==> config.mk <==
export PLATFORM = sky130hd
export DESIGN_NAME = pcr_clock_reset
export DESIGN_NICKNAME = d
export VERILOG_FILES = /design/src/logic/pcr_pkg.sv /design/src/logic/pcr_tick_if.sv /design/src/logic/pcr_clock_reset.sv /design/src/logic/pcr_sync.sv /design/src/logic/pcr_tick_gen.sv
export SDC_FILE = /design/constraint.sdc
export NUM_CORES = 1
export LEC_CHECK = 0
export BUFFER_PORTS_ARGS = -buffer_cell sky130_fd_sc_hd__buf_2
export CAP_MARGIN = 0
export CORE_ASPECT_RATIO = 0.75
export CORE_UTILIZATION = 40
export DETAILED_ROUTE_END_ITERATION = 8
export SETUP_SLACK_MARGIN = 0.02
export SKIP_LAST_GASP = 1
export SYNTH_ARGS = -nofsm -noshare
export SYNTH_HDL_FRONTEND = slang
export SYNTH_SLANG_ARGS = --single-unit
==> constraint.sdc <==
create_clock -name core_clk -period 4.1 [get_ports core_clk]
set_clock_uncertainty 0.05 [all_clocks]
set_input_delay 0.615 -clock core_clk [delete_from_list [all_inputs] [get_ports core_clk]]
set_output_delay 0.615 -clock core_clk [all_outputs]
set_load 0.01 [all_outputs]
==> src/logic/pcr_pkg.sv <==
/*
  Constants, field layout and state encoding for the core clock and reset
  release block. Assumes a single 40 MHz core_clk domain and an APB master
  with 32-bit data; every user writes pcr_pkg::name, nothing is imported.
*/
// How it works
// oscillator is 2*multiplier*input, core divides it
// post-divider 2/4/8/16 from field, 2 in reset
// during reset multiplier comes from ratio straps
// input-divide enable halves the reference clock
// peripheral clock period is two core periods
// sdram period is core period times ratio
// core reset held 4096 reference plus 2 core
// board holds reset low four reference cycles
// board keeps pll settings stable before release
// board holds reset until reference clock stable
// software keeps oscillator below its maximum
// software keeps core period within allowed range
package pcr_pkg;

  // ==========================================================
  // Bus geometry and register map
  localparam int unsigned ADDR_W = 12;
  localparam int unsigned DATA_W = 32;
  localparam logic [11:0] PMC_OFFSET = 12'h000; // power_mgmt_control
  localparam logic [11:0] STATUS_OFFSET = 12'h004; // block status

  // ==========================================================
  // power_mgmt_control field layout
  localparam int unsigned MULT_LSB = 0;
  localparam int unsigned MULT_W = 7;
  localparam int unsigned DIV_LSB = 8;
  localparam int unsigned DIV_W = 2;
  localparam int unsigned HALVE_BIT = 10; // input_divide_enable
  localparam int unsigned SDR_LSB = 12;
  localparam int unsigned SDR_W = 2;

  // Reset values of the control fields
  localparam logic [1:0] DIV_RESET = 2'h0; // Post-divider of 2
  localparam logic HALVE_RESET = 1'b0;
  localparam logic [1:0] SDR_RESET = 2'h0;
  localparam logic [2:0] SDR_BASE = 3'h2; // Field 0 means ratio 2

  // Multiplier picked by each strap code
  localparam logic [6:0] STRAP_MULT_0 = 7'h08;
  localparam logic [6:0] STRAP_MULT_1 = 7'h20;
  localparam logic [6:0] STRAP_MULT_2 = 7'h10;
  localparam logic [6:0] STRAP_MULT_3 = 7'h08;

  // ==========================================================
  // Status register layout
  localparam int unsigned STAT_CORE_RST_BIT = 0;
  localparam int unsigned STAT_PIN_BIT = 1;
  localparam int unsigned STAT_STATE_LSB = 4;
  localparam int unsigned STAT_MULT_LSB = 8;

  // ==========================================================
  // Reset release counts and generator widths
  localparam logic [12:0] REF_HOLD_CYCLES = 13'h1000;
  localparam logic [1:0] CORE_HOLD_CYCLES = 2'h2;
  localparam int unsigned CREDIT_W = 16;
  localparam int unsigned SYNC_W = 4;

  // Reset release sequencer
  typedef enum logic [3:0] {
    ST_HOLD = 4'h1,
    ST_REF = 4'h2,
    ST_CORE = 4'h4,
    ST_RUN = 4'h8
  } pcr_state_t;

endpackage

==> src/logic/pcr_tick_if.sv <==
/*
  Carrier between the top block and the rate generator: divided reference
  edges and ratio in, core clock ticks out. Assumes both ends on core_clk.
*/
`timescale 1ns/1ps
interface pcr_tick_if;
  logic ref_edge; // One PLL input edge
  logic [7:0] step; // Twice the multiplier
  logic [4:0] divisor; // Post-divider value
  logic tick; // One core clock period

  modport src (output ref_edge, output step, output divisor, input tick);
  modport gen (input ref_edge, input step, input divisor, output tick);
endinterface

==> src/logic/pcr_clock_reset.sv <==
/*
  Core clock and reset release block: power_mgmt_control and a status
  register on APB, strap loading during reset, the rate generator for the
  core clock, the derived peripheral and sdram clocks and the core reset
  hold counter. Assumes reference clock, reset pin and straps are board
  pins asynchronous to core_clk, and an APB master on core_clk.
*/
`timescale 1ns/1ps
module pcr_clock_reset (
  input wire logic core_clk,
  input wire logic rst_n,
  input wire logic reference_clock_in,
  input wire logic reset_pin_n,
  input wire logic [1:0] clock_ratio_straps,
  input wire logic psel,
  input wire logic penable,
  input wire logic pwrite,
  input wire logic [11:0] paddr,
  input wire logic [31:0] pwdata,
  output logic [31:0] prdata,
  output logic pready,
  output logic pslverr,
  output logic core_clock,
  output logic peripheral_clock,
  output logic sdram_clock,
  output logic core_reset_n
);

  // ==========================================================
  // Pin synchronisation
  logic [pcr_pkg::SYNC_W-1:0] pins_s; // Pins after two flops
  logic ref_s; // Reference clock level
  logic pin_rst_n_s; // Board reset pin, active low
  logic [1:0] straps_s; // Ratio straps

  // One chain per pin bit
  pcr_sync #(
    .W(pcr_pkg::SYNC_W)
  ) u_sync (
    .core_clk(core_clk),
    .rst_n(rst_n),
    .pin({clock_ratio_straps, reset_pin_n, reference_clock_in}),
    .sync(pins_s)
  );

  assign ref_s = pins_s[0];
  assign pin_rst_n_s = pins_s[1];
  assign straps_s = pins_s[3:2];

  // ==========================================================
  // Reference edge detection and input divider
  logic ref_d; // Previous synchronised level
  logic half_phase; // Alternates on each reference rise
  logic next_half_phase;
  logic ref_rise; // Rising reference edge
  logic pll_edge; // Edge seen by the PLL input
  logic ctl_halve; // input_divide_enable field

  // Edge and divider combinational
  always_comb begin
    ref_rise = ref_s & ~ref_d;
    next_half_phase = half_phase;
    if (ref_rise) begin
      next_half_phase = ~half_phase;
    end
    // With the divider on, only every second rise reaches the PLL
    pll_edge = ref_rise & (~ctl_halve | half_phase);
  end

  // Edge history
  always_ff @(posedge core_clk) begin
    if (!rst_n) begin
      ref_d <= 1'b0;
      half_phase <= 1'b0;
    end else begin
      ref_d <= ref_s;
      half_phase <= next_half_phase;
    end
  end

  // ==========================================================
  // power_mgmt_control register
  logic [6:0] ctl_mult; // pll_multiplier
  logic [1:0] ctl_div; // pll_post_divider code
  logic [1:0] ctl_sdr; // sdram_clock_ratio code
  logic [6:0] next_mult;
  logic [1:0] next_div;
  logic next_halve;
  logic [1:0] next_sdr;
  logic [6:0] strap_mult; // Multiplier picked by straps
  logic wr_pmc; // Completing write to the control word
  logic in_pin_reset; // Board reset pin held low

  // Strap decode
  always_comb begin
    case (straps_s)
      2'h0: strap_mult = pcr_pkg::STRAP_MULT_0;
      2'h1: strap_mult = pcr_pkg::STRAP_MULT_1;
      2'h2: strap_mult = pcr_pkg::STRAP_MULT_2;
      default: strap_mult = pcr_pkg::STRAP_MULT_3;
    endcase
  end

  // Control next values; reset pin overrides software
  always_comb begin
    in_pin_reset = ~pin_rst_n_s;
    wr_pmc = psel & penable & pwrite & (paddr == pcr_pkg::PMC_OFFSET);
    next_mult = ctl_mult;
    next_div = ctl_div;
    next_halve = ctl_halve;
    next_sdr = ctl_sdr;
    if (in_pin_reset) begin
      // Writes are dropped here: the straps own the ratio in reset
      next_mult = strap_mult;
      next_div = pcr_pkg::DIV_RESET;
    end else if (wr_pmc) begin
      // Software must pick a safe ratio; nothing here checks it
      next_mult = pwdata[pcr_pkg::MULT_LSB +: pcr_pkg::MULT_W];
      next_div = pwdata[pcr_pkg::DIV_LSB +: pcr_pkg::DIV_W];
      next_halve = pwdata[pcr_pkg::HALVE_BIT];
      next_sdr = pwdata[pcr_pkg::SDR_LSB +: pcr_pkg::SDR_W];
    end
  end

  // Control register storage
  always_ff @(posedge core_clk) begin
    if (!rst_n) begin
      ctl_mult <= pcr_pkg::STRAP_MULT_0;
      ctl_div <= pcr_pkg::DIV_RESET;
      ctl_halve <= pcr_pkg::HALVE_RESET;
      ctl_sdr <= pcr_pkg::SDR_RESET;
    end else begin
      ctl_mult <= next_mult;
      ctl_div <= next_div;
      ctl_halve <= next_halve;
      ctl_sdr <= next_sdr;
    end
  end

  // ==========================================================
  // Core clock rate generator
  pcr_tick_if tk ();
  logic core_tick; // One core clock period elapsed

  // Feed oscillator step and post-divider
  always_comb begin
    tk.ref_edge = pll_edge;
    tk.step = {ctl_mult, 1'b0};
    tk.divisor = 5'h02 << ctl_div;
  end

  pcr_tick_gen u_tick_gen (
    .core_clk(core_clk),
    .rst_n(rst_n),
    .tk(tk)
  );

  assign core_tick = tk.tick;
  assign core_clock = tk.tick;

  // ==========================================================
  // Peripheral and sdram clocks
  logic periph_q; // Peripheral clock level
  logic next_periph;
  logic [2:0] sdr_cnt; // Core ticks inside one sdram period
  logic [2:0] next_sdr_cnt;
  logic [2:0] sdr_ratio; // Ratio from the field
  logic sdr_q; // Sdram clock pulse
  logic next_sdr_q;

  // Derived clock next values
  always_comb begin
    next_periph = periph_q;
    next_sdr_cnt = sdr_cnt;
    next_sdr_q = 1'b0;
    sdr_ratio = pcr_pkg::SDR_BASE + {1'b0, ctl_sdr};
    if (core_tick) begin
      // A toggle per core period gives exactly two per period
      next_periph = ~periph_q;
      if (sdr_cnt >= sdr_ratio - 3'h1) begin
        next_sdr_cnt = 3'h0;
        next_sdr_q = 1'b1;
      end else begin
        next_sdr_cnt = sdr_cnt + 3'h1;
      end
    end
  end

  // Derived clock registers
  always_ff @(posedge core_clk) begin
    if (!rst_n) begin
      periph_q <= 1'b0;
      sdr_cnt <= 3'h0;
      sdr_q <= 1'b0;
    end else begin
      periph_q <= next_periph;
      sdr_cnt <= next_sdr_cnt;
      sdr_q <= next_sdr_q;
    end
  end

  assign peripheral_clock = periph_q;
  assign sdram_clock = sdr_q;

  // ==========================================================
  // Core reset release sequencer
  pcr_pkg::pcr_state_t state;
  pcr_pkg::pcr_state_t next_state;
  logic [12:0] hold_cnt; // Reference or core cycles counted
  logic [12:0] next_hold_cnt;
  logic core_rst_q; // Core reset, active low
  logic next_core_rst;

  // Sequencer next state
  always_comb begin
    next_state = state;
    next_hold_cnt = hold_cnt;
    case (state)
      pcr_pkg::ST_HOLD: begin
        next_hold_cnt = 13'h0000;
        if (pin_rst_n_s) begin
          next_state = pcr_pkg::ST_REF;
        end
      end
      pcr_pkg::ST_REF: begin
        // Counts raw reference rises, not divided ones
        if (ref_rise) begin
          next_hold_cnt = hold_cnt + 13'h0001;
          if (hold_cnt == pcr_pkg::REF_HOLD_CYCLES - 13'h0001) begin
            next_hold_cnt = 13'h0000;
            next_state = pcr_pkg::ST_CORE;
          end
        end
      end
      pcr_pkg::ST_CORE: begin
        if (core_tick) begin
          next_hold_cnt = hold_cnt + 13'h0001;
          if (hold_cnt[1:0] == pcr_pkg::CORE_HOLD_CYCLES - 2'h1) begin
            next_state = pcr_pkg::ST_RUN;
          end
        end
      end
      pcr_pkg::ST_RUN: begin
        next_hold_cnt = 13'h0000;
      end
      default: begin
        next_state = pcr_pkg::ST_HOLD;
        next_hold_cnt = 13'h0000;
      end
    endcase
    // Any low on the pin restarts the whole hold
    if (!pin_rst_n_s) begin
      next_state = pcr_pkg::ST_HOLD;
    end
    next_core_rst = (next_state == pcr_pkg::ST_RUN);
  end

  // Sequencer registers
  always_ff @(posedge core_clk) begin
    if (!rst_n) begin
      state <= pcr_pkg::ST_HOLD;
      hold_cnt <= 13'h0000;
      core_rst_q <= 1'b0;
    end else begin
      state <= next_state;
      hold_cnt <= next_hold_cnt;
      core_rst_q <= next_core_rst;
    end
  end

  assign core_reset_n = core_rst_q;

  // ==========================================================
  // APB slave: zero wait states, read data latched in setup
  logic [31:0] rd_q; // Read data register
  logic [31:0] next_rd;
  logic addr_hit; // Address maps to a register

  // Read mux and decode
  always_comb begin
    addr_hit = (paddr == pcr_pkg::PMC_OFFSET) || (paddr == pcr_pkg::STATUS_OFFSET);
    next_rd = rd_q;
    if (psel && !penable) begin
      next_rd = 32'h00000000;
      if (paddr == pcr_pkg::PMC_OFFSET) begin
        next_rd[pcr_pkg::MULT_LSB +: pcr_pkg::MULT_W] = ctl_mult;
        next_rd[pcr_pkg::DIV_LSB +: pcr_pkg::DIV_W] = ctl_div;
        next_rd[pcr_pkg::HALVE_BIT] = ctl_halve;
        next_rd[pcr_pkg::SDR_LSB +: pcr_pkg::SDR_W] = ctl_sdr;
      end else if (paddr == pcr_pkg::STATUS_OFFSET) begin
        next_rd[pcr_pkg::STAT_CORE_RST_BIT] = core_rst_q;
        next_rd[pcr_pkg::STAT_PIN_BIT] = pin_rst_n_s;
        next_rd[pcr_pkg::STAT_STATE_LSB +: 4] = state;
        next_rd[pcr_pkg::STAT_MULT_LSB +: 2] = straps_s;
      end
    end
  end

  // Read data storage
  always_ff @(posedge core_clk) begin
    if (!rst_n) begin
      rd_q <= 32'h00000000;
    end else begin
      rd_q <= next_rd;
    end
  end

  assign prdata = rd_q;
  assign pready = 1'b1;
  assign pslverr = psel & penable & ~addr_hit;

endmodule // pcr_clock_reset

==> src/logic/pcr_sync.sv <==
/*
  Two-flop synchroniser for pin inputs, one chain per bit.
  Assumes inputs are asynchronous to core_clk.
*/
`timescale 1ns/1ps
module pcr_sync #(
  parameter int unsigned W = 4
) (
  input wire logic core_clk,
  input wire logic rst_n,
  input wire logic [W-1:0] pin,
  output logic [W-1:0] sync
);

  // ==========================================================
  // Per-bit chain; first stage feeds only the second
  genvar i;
  generate
    for (i = 0; i < W; i++) begin : g_bit
      logic meta; // First stage, read by stage two only
      always_ff @(posedge core_clk) begin
        if (!rst_n) begin
          meta <= 1'b0;
          sync[i] <= 1'b0;
        end else begin
          meta <= pin[i];
          sync[i] <= meta;
        end
      end
    end
  endgenerate

endmodule // pcr_sync

==> src/logic/pcr_tick_gen.sv <==
/*
  Rate model of the oscillator and post-divider: each PLL input edge adds
  twice the multiplier to a credit, each core tick spends the divisor.
  Assumes at most one tick per core_clk: core rates up to core_clk are
  exact on average, faster ones saturate at one tick per cycle.
*/
`timescale 1ns/1ps
module pcr_tick_gen (
  input wire logic core_clk,
  input wire logic rst_n,
  pcr_tick_if.gen tk
);

  logic [pcr_pkg::CREDIT_W-1:0] credit; // Oscillator edges not yet spent
  logic [pcr_pkg::CREDIT_W-1:0] next_credit;
  logic tick_q; // Registered core tick
  logic next_tick;
  logic [pcr_pkg::CREDIT_W-1:0] credit_cap; // Most credit kept

  // ==========================================================
  // Credit arithmetic
  // Clamp: a ratio faster than core_clk would otherwise bank credit that
  // plays out as a long burst after software picks a slower ratio
  always_comb begin
    credit_cap = {8'h00, tk.step} + {11'h000, tk.divisor};
    next_tick = (credit >= {11'h000, tk.divisor});
    next_credit = credit;
    if (tk.ref_edge) begin
      next_credit = next_credit + {8'h00, tk.step};
    end
    if (next_tick) begin
      next_credit = next_credit - {11'h000, tk.divisor};
    end
    // Never reached while the core rate stays at or below core_clk
    if (next_credit > credit_cap) begin
      next_credit = credit_cap;
    end
  end

  // Register credit and tick
  always_ff @(posedge core_clk) begin
    if (!rst_n) begin
      credit <= '0;
      tick_q <= 1'b0;
    end else begin
      credit <= next_credit;
      tick_q <= next_tick;
    end
  end

  assign tk.tick = tick_q;

endmodule // pcr_tick_gen

==> impl_metrics.env <==
export IMPL_num_nets_final=764
export IMPL_place_congestion=0.8026
export IMPL_vias=4302
export IMPL_fin_ws_ns=-0.1943
export IMPL_synth_cell_type_count=77
export IMPL_cp_start_kind="flip-flop"
export IMPL_synth_top_area_share_pct=30.83
export IMPL_avgSynthCellArea_um2=8.691
export IMPL_seq_area_frac_synth_pct=30.83
export IMPL_wire_per_inst_um=15.18
export IMPL_clkLatencyLatePin_ns=0.34
export IMPL_die_area_mm2=0.01246
export IMPL_timing_rr_start="u_tick_gen.credit[1]$_SDFF_PN0_"
export IMPL_reg2reg_depth=19
export IMPL_synth_edff_count=0
export IMPL_fin_area_mm2=0.006188
export IMPL_wl_mm=12.74
export IMPL_post_route_drc_count=0
export IMPL_cts_sinks=74
export IMPL_setup_viol=8
export IMPL_maxCapViolations=0
export IMPL_cts_tree="yes"
export IMPL_finalNonFillerCells=839
export IMPL_fill_cells=1109
export IMPL_r2r_end="u_tick_gen.credit[4]$_SDFF_PN0_"
export IMPL_fin_tns_setup_ns=-0.9728
export IMPL_dr_pass1_iters=4
export IMPL_slew_violations=0
export IMPL_hold_viol=0
export IMPL_yosys_area_top_type="dfxtp_1"
export IMPL_path_cells="ha_4 -> fa_2 -> buf_6 -> buf_4 -> a211oi_4 -> buf_4 -> o21ai_1 -> xor2_1 -> mux2i_1 -> and4b_2 -> xnor2_2 -> ha_1 -> and2_4 -> a221o_2 -> o21ai_4 -> o2111ai_4 -> a211oi_4 -> buf_6 -> mux2_4"
export IMPL_initial_core_util_pct=41.23
export IMPL_rrSetupSlack_ns=-0.19
export IMPL_core_area_mm2=0.01166
export IMPL_portBuffers=50
export IMPL_grt_pass1_wl_mm=20.80
export IMPL_drive_gt1_share_pct=29.69
export IMPL_root_buffer="clkbuf_16"
export IMPL_cts_max_level=3
export IMPL_irDropWorstVdd_mv=0.2154
export IMPL_dp_hpwl_mm=9.668
export IMPL_grt_max_degree=32
export IMPL_clkTransAtPathRegs_ns=0.06
export IMPL_dp_cells=813
export IMPL_p_leak_uw=0.002626
export IMPL_yosys_most_used_dff="dfxtp_1"
export IMPL_synth_area_leaders="dfxtp_1 (31%), ha_1 (9.6%), nor2_1 (4.4%)"
export IMPL_synthCells=553
export IMPL_cts_inserted_buffers=9
export IMPL_rsz0062_at_grt="true"
export IMPL_vias_per_cell=5.128
export IMPL_path_depth=19
export IMPL_worstSetupPathType="flip-flop to flip-flop"
export IMPL_die_h_um=96.93
export IMPL_crit_fanout=3
export IMPL_cp_slowest_cell="fa_2"
export IMPL_fmax_mhz=232.9
export IMPL_period_minus_slack_ns=4.294
export IMPL_io_pins=91
export IMPL_overflow=0
export IMPL_crit_path_start="u_tick_gen.credit[1]$_SDFF_PN0_"
export IMPL_worstSetupEndpointType="flip-flop"
export IMPL_first_iter_violations=245
export IMPL_antenna_found_initial=0
export IMPL_min_path_cells=1
export IMPL_synth_seq_cells=74
export IMPL_async_reset_ff_share_pct=0
export IMPL_grt_usage_pct=21.39
export IMPL_critPathTopFamily="compound AO/OA/AOI/OAI gates"
export IMPL_cpPeakStageDelay_ns=0.43
export IMPL_outcome="finished, violations left"
export IMPL_postRouteAntennaNets=0
export IMPL_worstMarginPinSlew_ns=1.148
export IMPL_die_x_um=128.6
export IMPL_hp_class="flip-flop to flip-flop"
export IMPL_critPathCapture="u_tick_gen.credit[4]$_SDFF_PN0_"
export IMPL_yosysWarningCount=0
export IMPL_hold_slack_ns=0.3850
export IMPL_crit_required_ns=4.28
export IMPL_crit_buf_inv=4
export IMPL_netlist_top_cells_count="dfxtp_1 (74), nor2_1 (56), nand2_1 (55), ha_1 (37), a21oi_1 (29)"
export IMPL_power_density_mw_per_mm2=315.5
export IMPL_area_delta_synth_final_pct=28.77
export IMPL_postPlaceCellArea_mm2=0.005624
export IMPL_antenna_cells=0
export IMPL_clk_path_buf_depth=2
export IMPL_slew_headroom_pct=23.35
export IMPL_cp_data_arrival_time_ns=4.47
export IMPL_grt_pass1_vias=4176
export IMPL_synth_area_mm2=0.004806
export IMPL_period_share_pct=104.7
export IMPL_violations="negative setup slack"
export IMPL_yosysMostFrequentCell="dfxtp_1"
export IMPL_rows=34
==> repair_timing <==
item	4_1_cts	5_1_grt
setup buffers	6	4
endpoints found under the setup margin	8	8
pin swaps	13	5
hold buffers	0	0
resized for setup	12	19
==> through the flow <==
stage                     utilization (%)  power [µW]  setup slack [ns]
after floorplan                         -       962.8          -0.05384
after global placement              48.25        1043           -0.2907
after detailed placement            48.25        1051           -0.3545
after CTS                           51.81        1939           -0.1664
after global routing                53.09        2031           -0.3433
final                               53.09        1952           -0.1943
==> cells by family (layout without fill, tap and decap cells) <==
kind of cell,count (synthesis),after routing,synth area share [%]
AO/OA/AOI/OAI,104,104,14.97
flip-flops,74,74,30.83
XOR/XNOR,36,36,6.951
multiplexers,25,25,5.884
AND/OR/NAND/NOR,219,219,24.79
adder cells (fa/ha/maj),39,39,10.47
other,2,27,0.1563
buffers and inverters,54,153,5.962
==> per-layer routing <==
layer  GRT usage (%)  vias up  wire length, µm
li1                -     2141                -
met1           30.21     2043             6397
met2           32.52      105             5674
met3           4.757       13              515
met4           5.792        0              150
met5               0        -                0
==> layout make-up <==
| cell class | instances | area, µm² | share of cell area, % |
|---|---|---|---|
| clock buffer | 9 | 225.2 | 3.639 |
| clock inverter | 7 | 100.1 | 1.617 |
| inverter | 20 | 75.07 | 1.213 |
| multi-input combinational | 450 | 3333 | 53.86 |
| sequential | 74 | 1484 | 23.98 |
| tap | 162 | 202.7 | 3.275 |
| timing repair buffer | 117 | 768.2 | 12.41 |
==> state kept, by name (all words and copies together) (netlist names) <==
signal              count
ctl_sdr                 2
u_tick_gen.tk.tick      1
sdram_clock             1
hold_cnt               13
ref_d                   1
u_sync.sync             4
core_reset_n            1
prdata                 13
peripheral_clock        1
half_phase              1
state                   4
u_sync.g_bit.meta       4
u_tick_gen.credit      15
ctl_mult                7
ctl_halve               1
sdr_cnt                 3
ctl_div                 2
==> cells in the final DEF (no fill, tap or decap), types with 3 or more instances in the layout <==
master      n
a211oi_1    4
a21boi_0    3
a21o_1      4
a21oi_1    27
a22oi_1     7
and2_1     13
and3_1      7
and4_1      3
buf_2      50
buf_4      63
buf_6       4
clkbuf_16   9
conb_1     27
dfxtp_1    72
ha_1       34
ha_4        3
inv_1      20
mux2_2      8
mux2i_1    14
nand2_1    54
nand2b_1   14
nand3_1    21
nand4_1     6
nor2_1     55
nor2b_1     4
nor3_1      5
nor4_1      7
o211ai_1    4
o21ai_0    12
o21ai_1     6
o21ai_2     4
xnor2_1    14
xnor2_2     3
xor2_1     16
==> worst min-delay path by stage <==
stage	start	endpoint
4_1_cts	u_sync.g_bit[2].meta$_SDFF_PN0_	u_sync.sync[2]$_SDFF_PN0_
3_3_place_gp	u_sync.g_bit[2].meta$_SDFF_PN0_	u_sync.sync[2]$_SDFF_PN0_
2_1_floorplan	u_sync.g_bit[0].meta$_SDFF_PN0_	u_sync.sync[0]$_SDFF_PN0_
5_1_grt	u_sync.g_bit[0].meta$_SDFF_PN0_	u_sync.sync[0]$_SDFF_PN0_
3_5_place_dp	u_sync.g_bit[1].meta$_SDFF_PN0_	u_sync.sync[1]$_SDFF_PN0_
6_report	u_sync.g_bit[2].meta$_SDFF_PN0_	u_sync.sync[2]$_SDFF_PN0_
==> power breakdown <==
group          switching, µW  internal, µW
Clock                    334           538
Combinational            164           161
Sequential              17.8           737
Total                    516          1440
Note: power is estimated with default switching activity, not from simulation.
